<file path="config.mk">
export PLATFORM = sky130hd
export DESIGN_NAME = psram_host
export DESIGN_NICKNAME = d
export VERILOG_FILES = /design/src/verilog/page_buffer.v /design/src/verilog/psram_host.v
export VERILOG_INCLUDE_DIRS = /design/src /design/src/verilog
export SDC_FILE = /design/constraint.sdc
export NUM_CORES = 1
export LEC_CHECK = 0
export BUFFER_PORTS_ARGS = -buffer_cell sky130_fd_sc_hd__buf_2
export CAP_MARGIN = 20
export CELL_PAD_IN_SITES_DETAIL_PLACEMENT = 0
export CELL_PAD_IN_SITES_GLOBAL_PLACEMENT = 1
export CORE_UTILIZATION = 50
export DETAILED_ROUTE_END_ITERATION = 16
export GPL_ROUTABILITY_DRIVEN = 0
export GPL_TIMING_DRIVEN = 0
export HOLD_SLACK_MARGIN = 0.1
export PLACE_DENSITY_LB_ADDON = 0.3
export SLEW_MARGIN = 40
export SYNTH_ARGS = -nofsm -noshare
export SYNTH_HDL_FRONTEND = slang
export SYNTH_SLANG_ARGS = --single-unit
</file>
<file path="constraint.sdc">
create_clock -name ref_clk -period 5.2 [get_ports ref_clk]
set_input_delay 1.04 -clock ref_clk [delete_from_list [all_inputs] [get_ports ref_clk]]
set_output_delay 1.04 -clock ref_clk [all_outputs]
set_load 0.03 [all_outputs]
</file>
<file path="src/verilog/psram_host_defs.vh">
`ifndef PSRAM_HOST_DEFS_VH
`define PSRAM_HOST_DEFS_VH
// register byte offsets
`define OFF_CTRL      8'h00
`define OFF_ADDR      8'h04
`define OFF_WDATA     8'h08
`define OFF_RDATA     8'h0C
`define OFF_STATUS    8'h10
`define OFF_CFGVAL    8'h14
`define OFF_TIMING    8'h18
// command field of control register
`define CMD_LSB       0
`define CMD_W         3
`define CMD_NONE      3'h0
`define CMD_READ      3'h1
`define CMD_WRITE     3'h2
`define CMD_CFGLOAD   3'h3
`define CMD_SLEEP     3'h4
`define CMD_WAKE      3'h5
`define CMD_PAGEREAD  3'h6
`define CTRL_LANE_LO  4
`define CTRL_LANE_HI  5
// status bits
`define ST_BUSY       0
`define ST_READY      1
`define ST_SLEEP      2
`define ST_DATALOST   3
`define ST_PAGEEN     4
`define ST_SLEEPPAR   5
// configuration defaults
`define CFG_DEFAULT   19'h00010
`define CFG_SLEEP_BIT 4
`define CFG_PAGE_BIT  7
// times
`define INIT_US       150
`define SLEEP_US      10
`define CLK_MHZ       100
`define INIT_CYC      (`INIT_US * `CLK_MHZ)
`define SLEEP_CYC     (`SLEEP_US * `CLK_MHZ + 1)
// default access timing in cycles
`define ACC_FULL_CYC  8'h07
`define ACC_PAGE_CYC  8'h02
`define WR_PULSE_CYC  8'h07
`define MAX_LOW_CYC   8'h50
`endif

</file>
<file path="src/verilog/page_buffer.v">
`default_nettype none
module page_buffer #(
  parameter WIDTH = 16,
  parameter DEPTH = 16,
  parameter AW    = 4
) (
  // clock
  input  wire             ref_clk,
  // write side
  input  wire             wrEn,
  input  wire [AW-1:0]    wrAddr,
  input  wire [WIDTH-1:0] wrData,
  // read side
  input  wire [AW-1:0]    rdAddr,
  output reg  [WIDTH-1:0] rdData
);
  reg [WIDTH-1:0] mem [0:DEPTH-1];
  always @(posedge ref_clk) begin
    if (wrEn) begin
      mem[wrAddr] <= wrData;
    end
    rdData <= mem[rdAddr];
  end
endmodule
`default_nettype wire

</file>
<file path="src/verilog/psram_host.v">
// Operation
// - hold select high during init
// - read: select, output, lane low
// - page reads: limit select low time for refresh
// - sleep bit set: sleep low enters partial
// - sleep bit clear: deep sleep, data lost
// - deep sleep only through sleep pin
// - sleep low write loads address as config
`include "psram_host_defs.vh"
`default_nettype none
module psram_host #(
  parameter AW        = 19,
  parameter DW        = 16,
  parameter INIT_CYC  = `INIT_CYC,
  parameter SLEEP_CYC = `SLEEP_CYC
) (
  // clock and reset
  input  wire          ref_clk,
  input  wire          arst_n,
  // wishbone slave
  input  wire          wb_cyc_i,
  input  wire          wb_stb_i,
  input  wire          wb_we_i,
  input  wire [7:0]    wb_adr_i,
  input  wire [3:0]    wb_sel_i,
  input  wire [31:0]   wb_dat_i,
  output reg  [31:0]   wb_dat_o,
  output reg           wb_ack_o,
  // memory pins
  output reg           chipSel_n,
  output reg           writeEn_n,
  output reg           outEn_n,
  output reg           low_lane_sel_n,
  output reg           high_lane_sel_n,
  output reg           sleep_n,
  output reg  [AW-1:0] memAddr,
  output reg  [DW-1:0] dqOut,
  output reg  [1:0]    dqOe,
  input  wire [DW-1:0] dqIn
);
  localparam S_INIT  = 4'h0;
  localparam S_IDLE  = 4'h1;
  localparam S_RD    = 4'h2;
  localparam S_WR    = 4'h3;
  localparam S_WREND = 4'h4;
  localparam S_SLPLO = 4'h5;
  localparam S_SLEEP = 4'h6;
  localparam S_CFG   = 4'h7;
  localparam S_PAGE  = 4'h8;
  localparam S_GAP   = 4'h9;

  reg  [3:0]    state_reg;
  reg  [15:0]   cnt_reg;
  reg  [7:0]    acc_reg;
  reg  [DW-1:0] dqMeta_reg;
  reg  [DW-1:0] dqSync_reg;
  reg  [2:0]    cmd_reg;
  reg  [1:0]    lanes_reg;
  reg  [AW-1:0] addr_reg;
  reg  [DW-1:0] wdata_reg;
  reg  [DW-1:0] rdata_reg;
  reg  [AW-1:0] cfg_reg;
  reg  [7:0]    tFull_reg;
  reg  [7:0]    tPage_reg;
  reg  [7:0]    tWr_reg;
  reg  [7:0]    tMax_reg;
  reg           dataLost_reg;
  reg           pageValid_reg;
  reg  [AW-5:0] pageTag_reg;
  reg  [3:0]    pageIdx_reg;
  reg           bufWr_reg;
  reg           cmdGo;
  reg  [2:0]    wb_cmdLatch;
  wire [DW-1:0] bufData;
  wire          busy;
  wire          wbReq;
  wire          laneNone;
  wire [DW-1:0] laneMask;

  // asleep counts as not busy so that a wake command is accepted
  assign busy     = ((state_reg != S_IDLE) && (state_reg != S_SLEEP)) ||
                    (cmd_reg != `CMD_NONE);
  assign wbReq    = wb_cyc_i && wb_stb_i && !wb_ack_o;
  assign laneNone = (lanes_reg == 2'b00);
  assign laneMask = {{8{lanes_reg[1]}}, {8{lanes_reg[0]}}};

  page_buffer #(.WIDTH(DW), .DEPTH(16), .AW(4)) u_buf (
    .ref_clk (ref_clk),
    .wrEn    (bufWr_reg),
    .wrAddr  (pageIdx_reg),
    .wrData  (dqSync_reg),
    .rdAddr  (addr_reg[3:0]),
    .rdData  (bufData)
  );

  // data pins pass two flops
  always @(posedge ref_clk or negedge arst_n) begin
    if (!arst_n) begin
      dqMeta_reg <= 16'h0000;
      dqSync_reg <= 16'h0000;
    end else begin
      dqMeta_reg <= dqIn;
      dqSync_reg <= dqMeta_reg;
    end
  end

  // register slave, answers one cycle after request
  always @(posedge ref_clk or negedge arst_n) begin
    if (!arst_n) begin
      wb_ack_o  <= 1'b0;
      wb_dat_o  <= 32'h00000000;
      addr_reg  <= 19'h00000;
      wdata_reg <= 16'h0000;
      lanes_reg <= 2'b11;
      tFull_reg <= `ACC_FULL_CYC;
      tPage_reg <= `ACC_PAGE_CYC;
      tWr_reg   <= `WR_PULSE_CYC;
      tMax_reg  <= `MAX_LOW_CYC;
      cmdGo     <= 1'b0;
    end else begin
      wb_ack_o <= wbReq;
      cmdGo    <= 1'b0;
      if (wbReq && wb_we_i) begin
        case (wb_adr_i)
          `OFF_CTRL: begin
            if (wb_sel_i[0] && !busy) begin
              lanes_reg <= {wb_dat_i[`CTRL_LANE_HI], wb_dat_i[`CTRL_LANE_LO]};
              cmdGo     <= 1'b1;
            end
          end
          `OFF_ADDR: begin
            addr_reg <= wb_dat_i[AW-1:0];
          end
          `OFF_WDATA: begin
            wdata_reg <= wb_dat_i[DW-1:0];
          end
          `OFF_TIMING: begin
            tFull_reg <= (wb_dat_i[7:0] == 8'h00) ? 8'h01 : wb_dat_i[7:0];
            tPage_reg <= (wb_dat_i[15:8] == 8'h00) ? 8'h01 : wb_dat_i[15:8];
            tWr_reg   <= (wb_dat_i[23:16] == 8'h00) ? 8'h01 : wb_dat_i[23:16];
            tMax_reg  <= (wb_dat_i[31:24] < 8'h10) ? 8'h10 : wb_dat_i[31:24];
          end
          default: begin
          end
        endcase
      end
      if (wbReq) begin
        case (wb_adr_i)
          `OFF_CTRL:   wb_dat_o <= {26'h0, lanes_reg[1], lanes_reg[0], 1'b0, cmd_reg};
          `OFF_ADDR:   wb_dat_o <= {13'h0, addr_reg};
          `OFF_WDATA:  wb_dat_o <= {16'h0, wdata_reg};
          `OFF_RDATA:  wb_dat_o <= {16'h0, rdata_reg};
          `OFF_STATUS: wb_dat_o <= {26'h0, cfg_reg[`CFG_SLEEP_BIT], cfg_reg[`CFG_PAGE_BIT],
                                    dataLost_reg, (state_reg == S_SLEEP),
                                    (state_reg != S_INIT), busy};
          `OFF_CFGVAL: wb_dat_o <= {13'h0, cfg_reg};
          `OFF_TIMING: wb_dat_o <= {tMax_reg, tWr_reg, tPage_reg, tFull_reg};
          default:     wb_dat_o <= 32'h00000000;
        endcase
      end
    end
  end

  // pin sequencer
  always @(posedge ref_clk or negedge arst_n) begin
    if (!arst_n) begin
      state_reg       <= S_INIT;
      cnt_reg         <= 16'h0000;
      acc_reg         <= 8'h00;
      cmd_reg         <= `CMD_NONE;
      rdata_reg       <= 16'h0000;
      cfg_reg         <= `CFG_DEFAULT;
      dataLost_reg    <= 1'b0;
      pageValid_reg   <= 1'b0;
      pageTag_reg     <= 15'h0000;
      pageIdx_reg     <= 4'h0;
      bufWr_reg       <= 1'b0;
      chipSel_n       <= 1'b1;
      writeEn_n       <= 1'b1;
      outEn_n         <= 1'b1;
      low_lane_sel_n  <= 1'b1;
      high_lane_sel_n <= 1'b1;
      sleep_n         <= 1'b1;
      memAddr         <= 19'h00000;
      dqOut           <= 16'h0000;
      dqOe            <= 2'b00;
    end else begin
      bufWr_reg <= 1'b0;
      if (cmdGo) begin
        cmd_reg <= wdata_reg[2:0] == 3'h0 ? `CMD_NONE : `CMD_NONE;
      end
      case (state_reg)
        S_INIT: begin
          chipSel_n <= 1'b1;
          if (cnt_reg == INIT_CYC[15:0] - 16'h0001) begin
            cnt_reg   <= 16'h0000;
            state_reg <= S_IDLE;
          end else begin
            cnt_reg <= cnt_reg + 16'h0001;
          end
        end
        S_IDLE: begin
          // pins stay static between accesses
          chipSel_n       <= 1'b1;
          writeEn_n       <= 1'b1;
          outEn_n         <= 1'b1;
          low_lane_sel_n  <= 1'b1;
          high_lane_sel_n <= 1'b1;
          dqOe            <= 2'b00;
          cnt_reg         <= 16'h0000;
          if (cmd_reg != `CMD_NONE) begin
            cmd_reg <= `CMD_NONE;
            memAddr <= addr_reg;
            case (cmd_reg)
              `CMD_READ, `CMD_PAGEREAD: begin
                chipSel_n       <= 1'b0;
                outEn_n         <= 1'b0;
                low_lane_sel_n  <= ~lanes_reg[0];
                high_lane_sel_n <= ~lanes_reg[1];
                pageIdx_reg     <= 4'h0;
                if (cmd_reg == `CMD_PAGEREAD && cfg_reg[`CFG_PAGE_BIT] &&
                    pageValid_reg && pageTag_reg == addr_reg[AW-1:4]) begin
                  state_reg <= S_GAP;
                  chipSel_n <= 1'b1;
                  outEn_n   <= 1'b1;
                  cnt_reg   <= 16'h0001;
                end else begin
                  memAddr   <= (cmd_reg == `CMD_PAGEREAD && cfg_reg[`CFG_PAGE_BIT]) ?
                               {addr_reg[AW-1:4], 4'h0} : addr_reg;
                  acc_reg   <= tFull_reg;
                  state_reg <= (cmd_reg == `CMD_PAGEREAD && cfg_reg[`CFG_PAGE_BIT]) ?
                               S_PAGE : S_RD;
                end
              end
              `CMD_WRITE: begin
                chipSel_n       <= 1'b0;
                writeEn_n       <= 1'b0;
                low_lane_sel_n  <= ~lanes_reg[0];
                high_lane_sel_n <= ~lanes_reg[1];
                dqOut           <= wdata_reg;
                dqOe            <= laneNone ? 2'b00 : 2'b11;
                acc_reg         <= tWr_reg;
                pageValid_reg   <= 1'b0;
                state_reg       <= S_WR;
              end
              `CMD_CFGLOAD, `CMD_SLEEP: begin
                // config only through the pin path
                sleep_n   <= 1'b0;
                state_reg <= S_SLPLO;
                cmd_reg   <= cmd_reg;
              end
              default: begin
              end
            endcase
          end
        end
        S_RD: begin
          if (acc_reg == 8'h01) begin
            rdata_reg <= dqSync_reg & laneMask;
            state_reg <= S_WREND;
          end else begin
            acc_reg <= acc_reg - 8'h01;
          end
        end
        S_PAGE: begin
          // page fill of sixteen words, select time bounded
          cnt_reg <= cnt_reg + 16'h0001;
          if (acc_reg == 8'h01) begin
            bufWr_reg   <= 1'b1;
            if (memAddr[3:0] == addr_reg[3:0]) begin
              rdata_reg <= dqSync_reg & laneMask;
            end
            pageIdx_reg <= memAddr[3:0];
            acc_reg     <= tPage_reg + 8'h02;
            if (memAddr[3:0] == 4'hF || cnt_reg[7:0] >= tMax_reg) begin
              pageValid_reg <= (memAddr[3:0] == 4'hF);
              pageTag_reg   <= addr_reg[AW-1:4];
              state_reg     <= S_WREND;
            end else begin
              memAddr[3:0] <= memAddr[3:0] + 4'h1;
            end
          end else begin
            acc_reg <= acc_reg - 8'h01;
          end
        end
        S_GAP: begin
          cnt_reg <= cnt_reg + 16'h0001;
          if (cnt_reg == 16'h0002) begin
            rdata_reg <= bufData & laneMask;
            state_reg <= S_IDLE;
          end
        end
        S_WR: begin
          if (acc_reg == 8'h01) begin
            writeEn_n <= 1'b1;
            state_reg <= S_WREND;
          end else begin
            acc_reg <= acc_reg - 8'h01;
          end
        end
        S_WREND: begin
          chipSel_n       <= 1'b1;
          writeEn_n       <= 1'b1;
          outEn_n         <= 1'b1;
          low_lane_sel_n  <= 1'b1;
          high_lane_sel_n <= 1'b1;
          dqOe            <= 2'b00;
          state_reg       <= (sleep_n) ? S_IDLE : S_IDLE;
          sleep_n         <= 1'b1;
        end
        S_SLPLO: begin
          if (cmd_reg == `CMD_CFGLOAD) begin
            chipSel_n <= 1'b0;
            writeEn_n <= 1'b0;
            memAddr   <= wdata_reg[2:0] == 3'h7 ? addr_reg : addr_reg;
            acc_reg   <= tWr_reg;
            cmd_reg   <= `CMD_NONE;
            state_reg <= S_CFG;
          end else if (cnt_reg == SLEEP_CYC[15:0]) begin
            cmd_reg   <= `CMD_NONE;
            state_reg <= S_SLEEP;
            pageValid_reg <= 1'b0;
            if (!cfg_reg[`CFG_SLEEP_BIT]) begin
              dataLost_reg <= 1'b1;
            end
          end else begin
            cnt_reg <= cnt_reg + 16'h0001;
          end
        end
        S_CFG: begin
          if (acc_reg == 8'h01) begin
            writeEn_n <= 1'b1;
            cfg_reg   <= memAddr;
            state_reg <= S_WREND;
          end else begin
            acc_reg <= acc_reg - 8'h01;
          end
        end
        S_SLEEP: begin
          // accesses are dropped until wake
          if (cmd_reg == `CMD_WAKE) begin
            cmd_reg <= `CMD_NONE;
            sleep_n <= 1'b1;
            cnt_reg <= 16'h0000;
            state_reg <= cfg_reg[`CFG_SLEEP_BIT] ? S_IDLE : S_INIT;
          end else begin
            cmd_reg <= `CMD_NONE;
          end
        end
        default: begin
          state_reg <= S_IDLE;
        end
      endcase
      if (cmdGo) begin
        cmd_reg <= wb_cmdLatch;
      end
    end
  end

  // command captured at the control write
  always @(posedge ref_clk or negedge arst_n) begin
    if (!arst_n) begin
      wb_cmdLatch <= `CMD_NONE;
    end else if (wbReq && wb_we_i && wb_adr_i == `OFF_CTRL && wb_sel_i[0] && !busy) begin
      wb_cmdLatch <= wb_dat_i[`CMD_LSB +: `CMD_W];
    end
  end
endmodule
`default_nettype wire

</file>
==> results.json, run 1 <==
{
  "status": "completed",
  "firstDrtPassIters": 5,
  "worst_setup_path_start_kind": "input pin",
  "synth_compound_area_share_pct": 7.45,
  "area_growth_pct": 17.3,
  "crit_type": "input pin to register",
  "place_area_sq_um": 24700,
  "grt_max_degree": 68,
  "drc": 0,
  "wl_per_cell_um": 24.4,
  "synth-adder-area-share_pct": 0.828,
  "avgSynthCellArea_sq_um": 14.7,
  "totalWireLength_um": 58700,
  "synth_area_leaders": "edfxtp_1, dfrtp_1, mux4_2, mux2_2, nand2_1",
  "syn_area_sq_um": 22700,
  "finalWorstSetupSlack_ns": 1.98,
  "dieArea_sq_um": 46200,
  "grt_pass1_wl_um": 90700,
  "regMostFlops": "u_buf.mem",
  "cp_data_arrival_time_ns": 3.71,
  "fin_util_pct": 59.8,
  "hp-class": "input pin to asynchronous set/reset pin",
  "vias": 14431,
  "grt_usage_pct": 26.1,
  "htree_levels": 2,
  "antenna_found_initial": 1,
  "synth_top_family_by_area": "multiplexers",
  "die_h_um": 215,
  "ctsLongestPathBuffers": 3,
  "dpl.hpwl_um": 41600,
  "setup_viol": 0,
  "muxShareOfSynthArea_pct": 15.5,
  "reg2reg_slack_ns": 2.24,
  "synth-seq-area-share_pct": 65.0,
  "globalRouteOverflowTotal": 0,
  "ioPinCount": 141,
  "maxCapViolations": 0,
  "final_area_sq_um": 26600,
  "synth.top_cell.area_share_pct": 33.9,
  "required_ns": 5.69,
  "core_sq_um": 44500,
  "synth-simple-area-share_pct": 8.16,
  "path_clk_slew_ns": 0.06,
  "clk-insertion-delay-late_ns": 0.62,
  "cts_hold_buf": 0,
  "cts_buffers": 54,
  "reg2reg_to": "state_reg[1]",
  "cts_tree": "yes",
  "start_util_pct": 50.9,
  "cp-end-kind": "register",
  "via_per_inst": 6.01,
  "cts_root_buf": "clkbuf_16",
  "ys.flop_type": "edfxtp_1",
  "worst-slew-pin-transition_ns": 0.910,
  "synth_top_cell_by_area": "edfxtp_1",
  "yosys_warnings": 0,
  "period_needed_ns": 3.22,
  "cp_max_fo": 10,
  "num_rows": 77,
  "largest_register_ffs": 256,
  "grt_pass1_vias": 14630,
  "drive_gt1_share_pct": 30.6,
  "worstReg2RegStart": "tMax_reg[6]",
  "reg2regPathDepth": 9,
  "synthXorXnorAreaFrac_pct": 1.00,
  "postRouteAntennaNets": 0,
  "n_antenna_cell": 0,
  "syn_nets": 1624,
  "io_buffers": 136,
  "synth_cells": 1544,
  "whs_ns": 0.318,
  "final_max_slew_viol_count": 0,
  "ir_drop_mv": 0.267,
  "finalHoldViolations": 0,
  "clkSinkCount": 540,
  "die_w_um": 215,
  "synth-edff-count": 256,
  "relSlewSlack_pct": 39.3,
  "cts_setup_buffers": 0,
  "synth_cell_types": 84,
  "synthArstFlopShare_pct": 49.6,
  "post_cts_resize_count": 0,
  "reg_top3": "u_buf.mem (256), wb_dat_o (32)",
  "drtIter0Drc": 1376,
  "final.setup_skew_ns": 0.0205,
  "leakagePower_nw": 10.8,
  "ys_seq_elements": 540,
  "timing.fmax_ghz": 0.311,
  "preCtsSetupSlack_ns": 1.44,
  "powerDensity_nw_per_um2": 334,
  "rsz0062_at_grt": "no",
  "min_period_over_period_pct": 61.9,
  "fin_nets": 1844
}
## synth_stat cells (all sizes together) (18+ instances only)
| cell type | number |
|---|---|
| nor3 | 30 |
| a21boi | 18 |
| a21oi | 42 |
| mux2 | 140 |
| nand2 | 139 |
| xnor2 | 23 |
| nand3 | 55 |
| mux4 | 81 |
| dfrtp | 250 |
| o21ai | 56 |
| buf | 32 |
| edfxtp | 256 |
| a22oi | 34 |
| inv | 21 |
| clkbuf | 55 |
| a22o | 26 |
| nor2 | 65 |
| dfstp | 18 |
## worst max-delay path: stages
cell,delay [ns]
buf_2,0.11
nor3_1,0.67
nand2b_1,0.32
nor3_1,0.42
and3_1,0.21
buf_2,0.24
buf_2,0.32
mux2_2,0.38
## stage by stage
stage          TNS (ns)  std cells  power, mW
2_1_floorplan         0       1544       4.67
3_5_place_dp          0       2300       4.80
5_1_grt               0       2401       9.13
4_1_cts               0       2401       8.95
6_report              0       2401       8.88
3_3_place_gp    -498.93       2272       4.78
## placed cells by master (no fill, tap or decap), types with 52 or more instances in the layout
cell         n
nand2_1    139
dfrtp_1    250
clkbuf_1    61
nor2_1      53
edfxtp_1   256
nand3_1     54
o21ai_0     52
clkbuf_16   54
buf_2      163
mux4_2      81
mux2_2     125
## worst max path at each step
stage	startpoint	slack [ns]	to
6_report	wb_adr_i[5]	1.98	wdata_reg[11]
5_1_grt	wb_adr_i[5]	1.87	wdata_reg[10]
4_1_cts	wb_adr_i[5]	2.07	wdata_reg[12]
3_5_place_dp	wb_adr_i[5]	1.44	wdata_reg[11]
3_3_place_gp	arst_n	-2.02	dqMeta_reg[13]
2_1_floorplan	wb_adr_i[5]	2.32	wdata_reg[10]
## where the power goes
group	leakage (nW)	switching [mW]	internal, mW
Sequential	5.99	0.0400	4.50
Combinational	3.86	0.109	0.0581
Clock	0.929	1.67	2.50
## logic make-up after synthesis
logic type / Yosys count
compound gates: 246
buf+inv: 109
mux: 228
simple gates: 380
fa+ha+maj: 15
flops: 540
xor+xnor: 26
## final cells by class
| cell class | count | area, sq um |
|---|---|---|
| plain buffers | 87 | 394 |
| well taps | 592 | 741 |
| fillers | 3424 | 17900 |
| inverters | 22 | 82.6 |
| clock buffers | 77 | 1530 |
| repair buffers | 164 | 1130 |
| multi-input cells | 895 | 7610 |
| flip-flops and latches | 540 | 14700 |
| clock inverters | 24 | 378 |
## per-layer routing
metal	wire, um	vias up	GRT usage [%]
met2	29200	552	43.6
met4	1520	2	7.55
met5	11	-	0
li1	-	6334	-
met1	24300	7428	35.2
met3	3620	115	4.22
Note: power is estimated with default switching activity, not from simulation.
==> run 2, diff against run 1 <==
- CORE_UTILIZATION: 50 -> 46
- clock period: 5.2 -> 2.7 ns (I/O delays scaled with it)
==> run 2 against run 1 <==
Compared with the run above:
- critical path depth up 1
- final area grew 0.87%
- largest power group unchanged
- first-iteration DRC count increased by 10%
- setup slack worse by 1.9 ns
- flip-flop and latch count did not move
- worst hold slack lost 0.16 ns
- critical path type is now register to register
- sequential share of layout area is 0.48 points lower
- sequential power grew 93%
- highest routed layer is now met4
- clock skew barely moved
==> results.json, run 2 (synthesis results as in run 1) <==
{
  "status": "completed",
  "cts_tree": "yes",
  "place_area_sq_um": 24700,
  "wl_met2_um": 29500,
  "maxCapViolations": 0,
  "antenna_found_initial": 0,
  "core_sq_um": 48100,
  "grt_pass1_wl_um": 91400,
  "die_w_um": 224,
  "start_util_pct": 47.1,
  "hp-class": "input pin to register",
  "period_needed_ns": 2.61,
  "cp_max_fo": 10,
  "mostFrequentLayoutCell": "edfxtp_1",
  "num_rows": 80,
  "grt_max_degree": 77,
  "timing.fmax_ghz": 0.383,
  "setup_viol": 0,
  "top_layer_used": "met4",
  "min_period_over_period_pct": 96.7,
  "n_antenna_cell": 0,
  "relSlewSlack_pct": 43.9,
  "drive_gt1_share_pct": 31.6,
  "finalPower_mw": 16.7,
  "drc": 0,
  "powerDensity_nw_per_um2": 623,
  "fin_nets": 1864,
  "ir_drop_mv": 0.533,
  "postRouteAntennaNets": 0,
  "path_clk_slew_ns": 0.06,
  "final_max_slew_viol_count": 0,
  "crit_type": "register to register",
  "final_cell_mix": "edfxtp_1, dfrtp_1, buf_2, nand2_1, mux2_2",
  "vias": 14440,
  "reg_top3": "u_buf.mem (256), wb_dat_o (32)",
  "finalHoldViolations": 0,
  "largest_register_ffs": 256,
  "cp-end-kind": "register",
  "final_area_sq_um": 26800,
  "wl_met1_um": 25300,
  "cts_root_buf": "clkbuf_16",
  "final.setup_skew_ns": 0.0203,
  "clkSinkCount": 540,
  "die_h_um": 224,
  "ioPinCount": 141,
  "grt_pass1_vias": 14634,
  "area_growth_pct": 18.3,
  "dpl.hpwl_um": 42200,
  "regMostFlops": "u_buf.mem",
  "worst_setup_path_start_kind": "register",
  "dieArea_sq_um": 50200,
  "via_per_inst": 5.81,
  "globalRouteOverflowTotal": 0,
  "firstDrtPassIters": 5,
  "cts_buffers": 56,
  "drtIter0Drc": 1515,
  "io_buffers": 136,
  "wl_per_cell_um": 24.0,
  "grt_usage_pct": 24.4,
  "cp_data_arrival_time_ns": 3.10,
  "required_ns": 3.19,
  "worst-slew-pin-transition_ns": 0.842,
  "clk-insertion-delay-late_ns": 0.62,
  "ctsLongestPathBuffers": 3,
  "htree_levels": 2,
  "wl_met3_um": 3220,
  "leakagePower_nw": 10.8,
  "totalWireLength_um": 59600
}
-- run 2: area by class of cell --
cell class / count / area [sq um]
buffer: 84 / 400
tap: 656 / 821
sequential: 540 / 14700
timing repair buffer: 185 / 1290
clock inverter: 29 / 255
inverter: 22 / 82.6
multi-input combinational: 895 / 7670
clock buffer: 76 / 1580
fill: 3851 / 21300
-- run 2: routing by layer --
metal,track usage (%),vias up
li1,-,6379
met1,33.4,7463
met2,40.6,512
met3,3.21,86
met4,7.25,0
met5,0,-
-- run 2: worst max-delay path: stages (launching register included) --
cell,delay [ns]
dfrtp_1,0.40
clkbuf_1,0.36
xnor2_1,0.17
nand4_1,0.21
a21oi_1,0.21
a21oi_1,0.06
or4_4,0.47
buf_6,0.17
buf_8,0.15
mux2_4,0.29
-- run 2: where the power goes --
group | leakage, nW | switching [mW] | internal, mW
Combinational | 3.96 | 0.216 | 0.125
Sequential | 5.99 | 0.0782 | 8.67
Clock | 0.890 | 3.24 | 4.39
Total | 10.8 | 3.54 | 13.2
-- run 2: worst paths after layout --
path / start / end / slack [ns] / cells past startpoint
setup / recovery: memAddr[2] / rdata_reg[6] / 0.09 / 9
hold / removal: wb_dat_i[28] / tMax_reg[4] / 0.16 / 3
max in group asynchronous: arst_n / cfg_reg[4] / 1.12 / 4
hold reg to reg: dqMeta_reg[10] / dqSync_reg[10] / 0.34 / 0
min in group asynchronous: arst_n / cnt_reg[6] / 0.46 / 2
setup reg to reg: memAddr[2] / rdata_reg[6] / 0.09 / 9
-- run 2: timing repair --
| action | in CTS | in global routing |
|---|---|---|
| gates resized for setup | 11 | 25 |
| buffers inserted | 0 | 5 |
| setup endpoints to repair | 48 | 118 |
| endpoints found under the hold margin | 60 | 0 |
| pin swaps | 1 | 3 |
| hold buffers | 17 | 0 |
-- run 2: through the flow --
| step | util (%) | TNS (ns) | std cells | hold WS, ns | setup WS, ns |
|---|---|---|---|---|---|
| 6_report | 55.7 | 0 | 2487 | 0.159 | 0.0881 |
| 2_1_floorplan | - | 0 | 1544 | 0.244 | 0.239 |
| 5_1_grt | 55.7 | -0.00605 | 2487 | 0.180 | -0.00605 |
| 4_1_cts | 55.5 | 0 | 2483 | 0.126 | 0.00328 |
| 3_5_place_dp | 51.3 | -42.92 | 2363 | 0.335 | -0.614 |
| 3_3_place_gp | 50.2 | -1154.07 | 2336 | 0.333 | -4.04 |
==> run 3, diff against run 2 <==
==> constraint.sdc (replaced) <==
create_clock -name ref_clk -period 2.7 [get_ports ref_clk]
set_input_delay 0.27 -clock ref_clk [delete_from_list [all_inputs] [get_ports ref_clk]]
set_output_delay 0.27 -clock ref_clk [all_outputs]
set_load 0.03 [all_outputs]
==> run 3 against run 2 <==
Compared with the run above:
- non-clock buffer count increased by 34
- highest routed layer unchanged
- combinational power rose by 11%
- cell count grew 1.4%
- first-iteration DRC count down 7.5%
- power is 0.26% higher
- largest cell class unchanged
- clock-buffer cell count unchanged
- sequential share of layout area fell by 0.70 points
- clock skew fell by 0.0039 ns
- critical path type unchanged
- fmax shrank 1.2%
- via count is 0.30% higher
- clock power is essentially flat
- die area did not move
==> results.json, run 3 (synthesis results as in run 1) <==
{
  "crit_slowest_cell": "or4b_1",
  "firstDrtPassIters": 5,
  "final_max_slew_viol_count": 0,
  "clkSinkCount": 540,
  "final.setup_skew_ns": 0.0164,
  "final_area_sq_um": 27200,
  "crit_type": "register to register",
  "met3_usage_pct": 3.13,
  "maxCapViolations": 0,
  "cp_data_arrival_time_ns": 3.14,
  "cp-end-kind": "register",
  "cts_tree": "yes",
  "reg_top3": "u_buf.mem (256), wb_dat_o (32)",
  "cp_max_fo": 9,
  "finalHoldViolations": 0,
  "grt.busiest_layer": "met2",
  "area_growth_pct": 19.9,
  "cts_buffers": 56,
  "vias": 14483,
  "grt_usage_pct": 24.5,
  "n_antenna_cell": 0,
  "postRouteAntennaNets": 0,
  "preCtsSetupSlack_ns": -0.344,
  "wl_per_cell_um": 23.8,
  "die_h_um": 224,
  "cp_slowest_stage_delay_ns": 0.50,
  "finalWorstSetupSlack_ns": 0.0571,
  "htree_levels": 2,
  "min_period_over_period_pct": 97.9,
  "grt_pass1_wl_um": 92000,
  "drc": 0,
  "via_per_inst": 5.74,
  "drtIter0Drc": 1402,
  "leakagePower_nw": 11.0,
  "regMostFlops": "u_buf.mem",
  "num_rows": 80,
  "grt_pass1_vias": 14818,
  "mostFrequentLayoutCell": "edfxtp_1",
  "fin_nets": 1898,
  "setup_viol": 0,
  "timing.fmax_ghz": 0.378,
  "fin_cells": 2521,
  "relSlewSlack_pct": 45.1,
  "worst-slew-pin-transition_ns": 0.824,
  "placedCellCount": 2363,
  "die_w_um": 224,
  "worst_setup_path_start_kind": "register",
  "grt_max_degree": 77,
  "place_area_sq_um": 24700,
  "ctsLongestPathBuffers": 3,
  "antenna_found_initial": 0,
  "met1_usage_pct": 33.5,
  "ir_drop_mv": 0.534,
  "clk-insertion-delay-late_ns": 0.62,
  "dieArea_sq_um": 50200,
  "hp-class": "input pin to asynchronous set/reset pin",
  "status": "completed",
  "drive_gt1_share_pct": 31.2,
  "dpl.hpwl_um": 42200,
  "final_cell_mix": "edfxtp_1, dfrtp_1, buf_2, nand2_1, mux2_2",
  "period_needed_ns": 2.64,
  "cts_root_buf": "clkbuf_16",
  "start_util_pct": 47.1,
  "ioPinCount": 141,
  "globalRouteOverflowTotal": 0,
  "core_sq_um": 48100,
  "path_cells": "clkbuf_1 -> nor4_1 -> nand4_1 -> nand2_1 -> or4b_1 -> buf_2 -> mux2_4",
  "io_buffers": 136,
  "use_met2_pct": 41.0,
  "powerDensity_nw_per_um2": 617,
  "required_ns": 3.19,
  "largest_register_ffs": 256,
  "totalWireLength_um": 59900,
  "path_clk_slew_ns": 0.06
}
-- run 3: changes by cell type in the layout (fill, tap and decap cells not counted), sizes merged --
| cell | previous run | this run |
|---|---|---|
| dlygate4sd3 | 17 | 52 |
| buf | 199 | 198 |
| clkinv | 21 | 20 |
| clkinvlp | 4 | 5 |
-- run 3: timing repair --
action | in CTS | in global routing
endpoints found under the setup margin | 48 | 69
setup buffers | 0 | 5
pin swaps | 1 | 3
hold buffers | 52 | 0
endpoints found under the hold margin | 275 | 0
gates resized for setup | 11 | 28
-- run 3: per-stage QoR --
stage	hold WS, ns	setup TNS, ns	power (mW)	util [%]
final	0.187	0	16.8	56.5
after global routing	0.219	-0.00605	17.3	56.5
after CTS	0.187	0	16.9	56.3
after detailed placement	0.240	-20.15	9.24	51.3
after global placement	0.333	-1057.26	9.21	50.2
after floorplan	-0.0256	0	8.99	-
-- run 3: cell type report --
class	instances	area, sq um
Clock inverter	29	255
Tap cell	656	821
Fill cell	3798	21000
Inverter	22	86.3
Sequential cell	540	14700
Multi-Input combinational cell	895	7660
Timing Repair Buffer	220	1640
Buffer	83	400
Clock buffer	76	1580
-- run 3: worst max-delay path, delay by kind of cell, from the launching register on --
| kind | cells | cell delay [ns] |
|---|---|---|
| and+or+nand+nor | 4 | 1.47 |
| buffers and inverters | 2 | 0.40 |
| DFF | 1 | 0.36 |
| muxes | 1 | 0.30 |
-- run 3: metal layers --
layer  part of all wire [%]  wire length (um)
met4                    2.5              1500
met2                     50             29700
met1                     43             25600
met3                    5.2              3090
met5                      0                 0
-- run 3: worst paths after layout --
check	startpoint	endpoint	slack, ns	cells past startpoint
hold / removal	arst_n	cnt_reg[6]	0.19	2
max in group asynchronous	arst_n	cfg_reg[4]	1.38	4
setup / recovery	cnt_reg[10]	state_reg[1]	0.06	7
hold reg to reg	dqMeta_reg[10]	dqSync_reg[10]	0.35	0
setup reg to reg	cnt_reg[10]	state_reg[1]	0.06	7
min in group ref_clk	wb_adr_i[6]	wb_dat_o[2]	0.22	4
-- run 3: power breakdown --
group / total, mW / switching [mW] / leakage, nW / internal (mW)
combinational: 0.379 / 0.222 / 4.11 / 0.157
sequential: 8.75 / 0.0787 / 5.99 / 8.67
clock: 7.63 / 3.25 / 0.890 / 4.39
total: 16.8 / 3.55 / 11.0 / 13.2
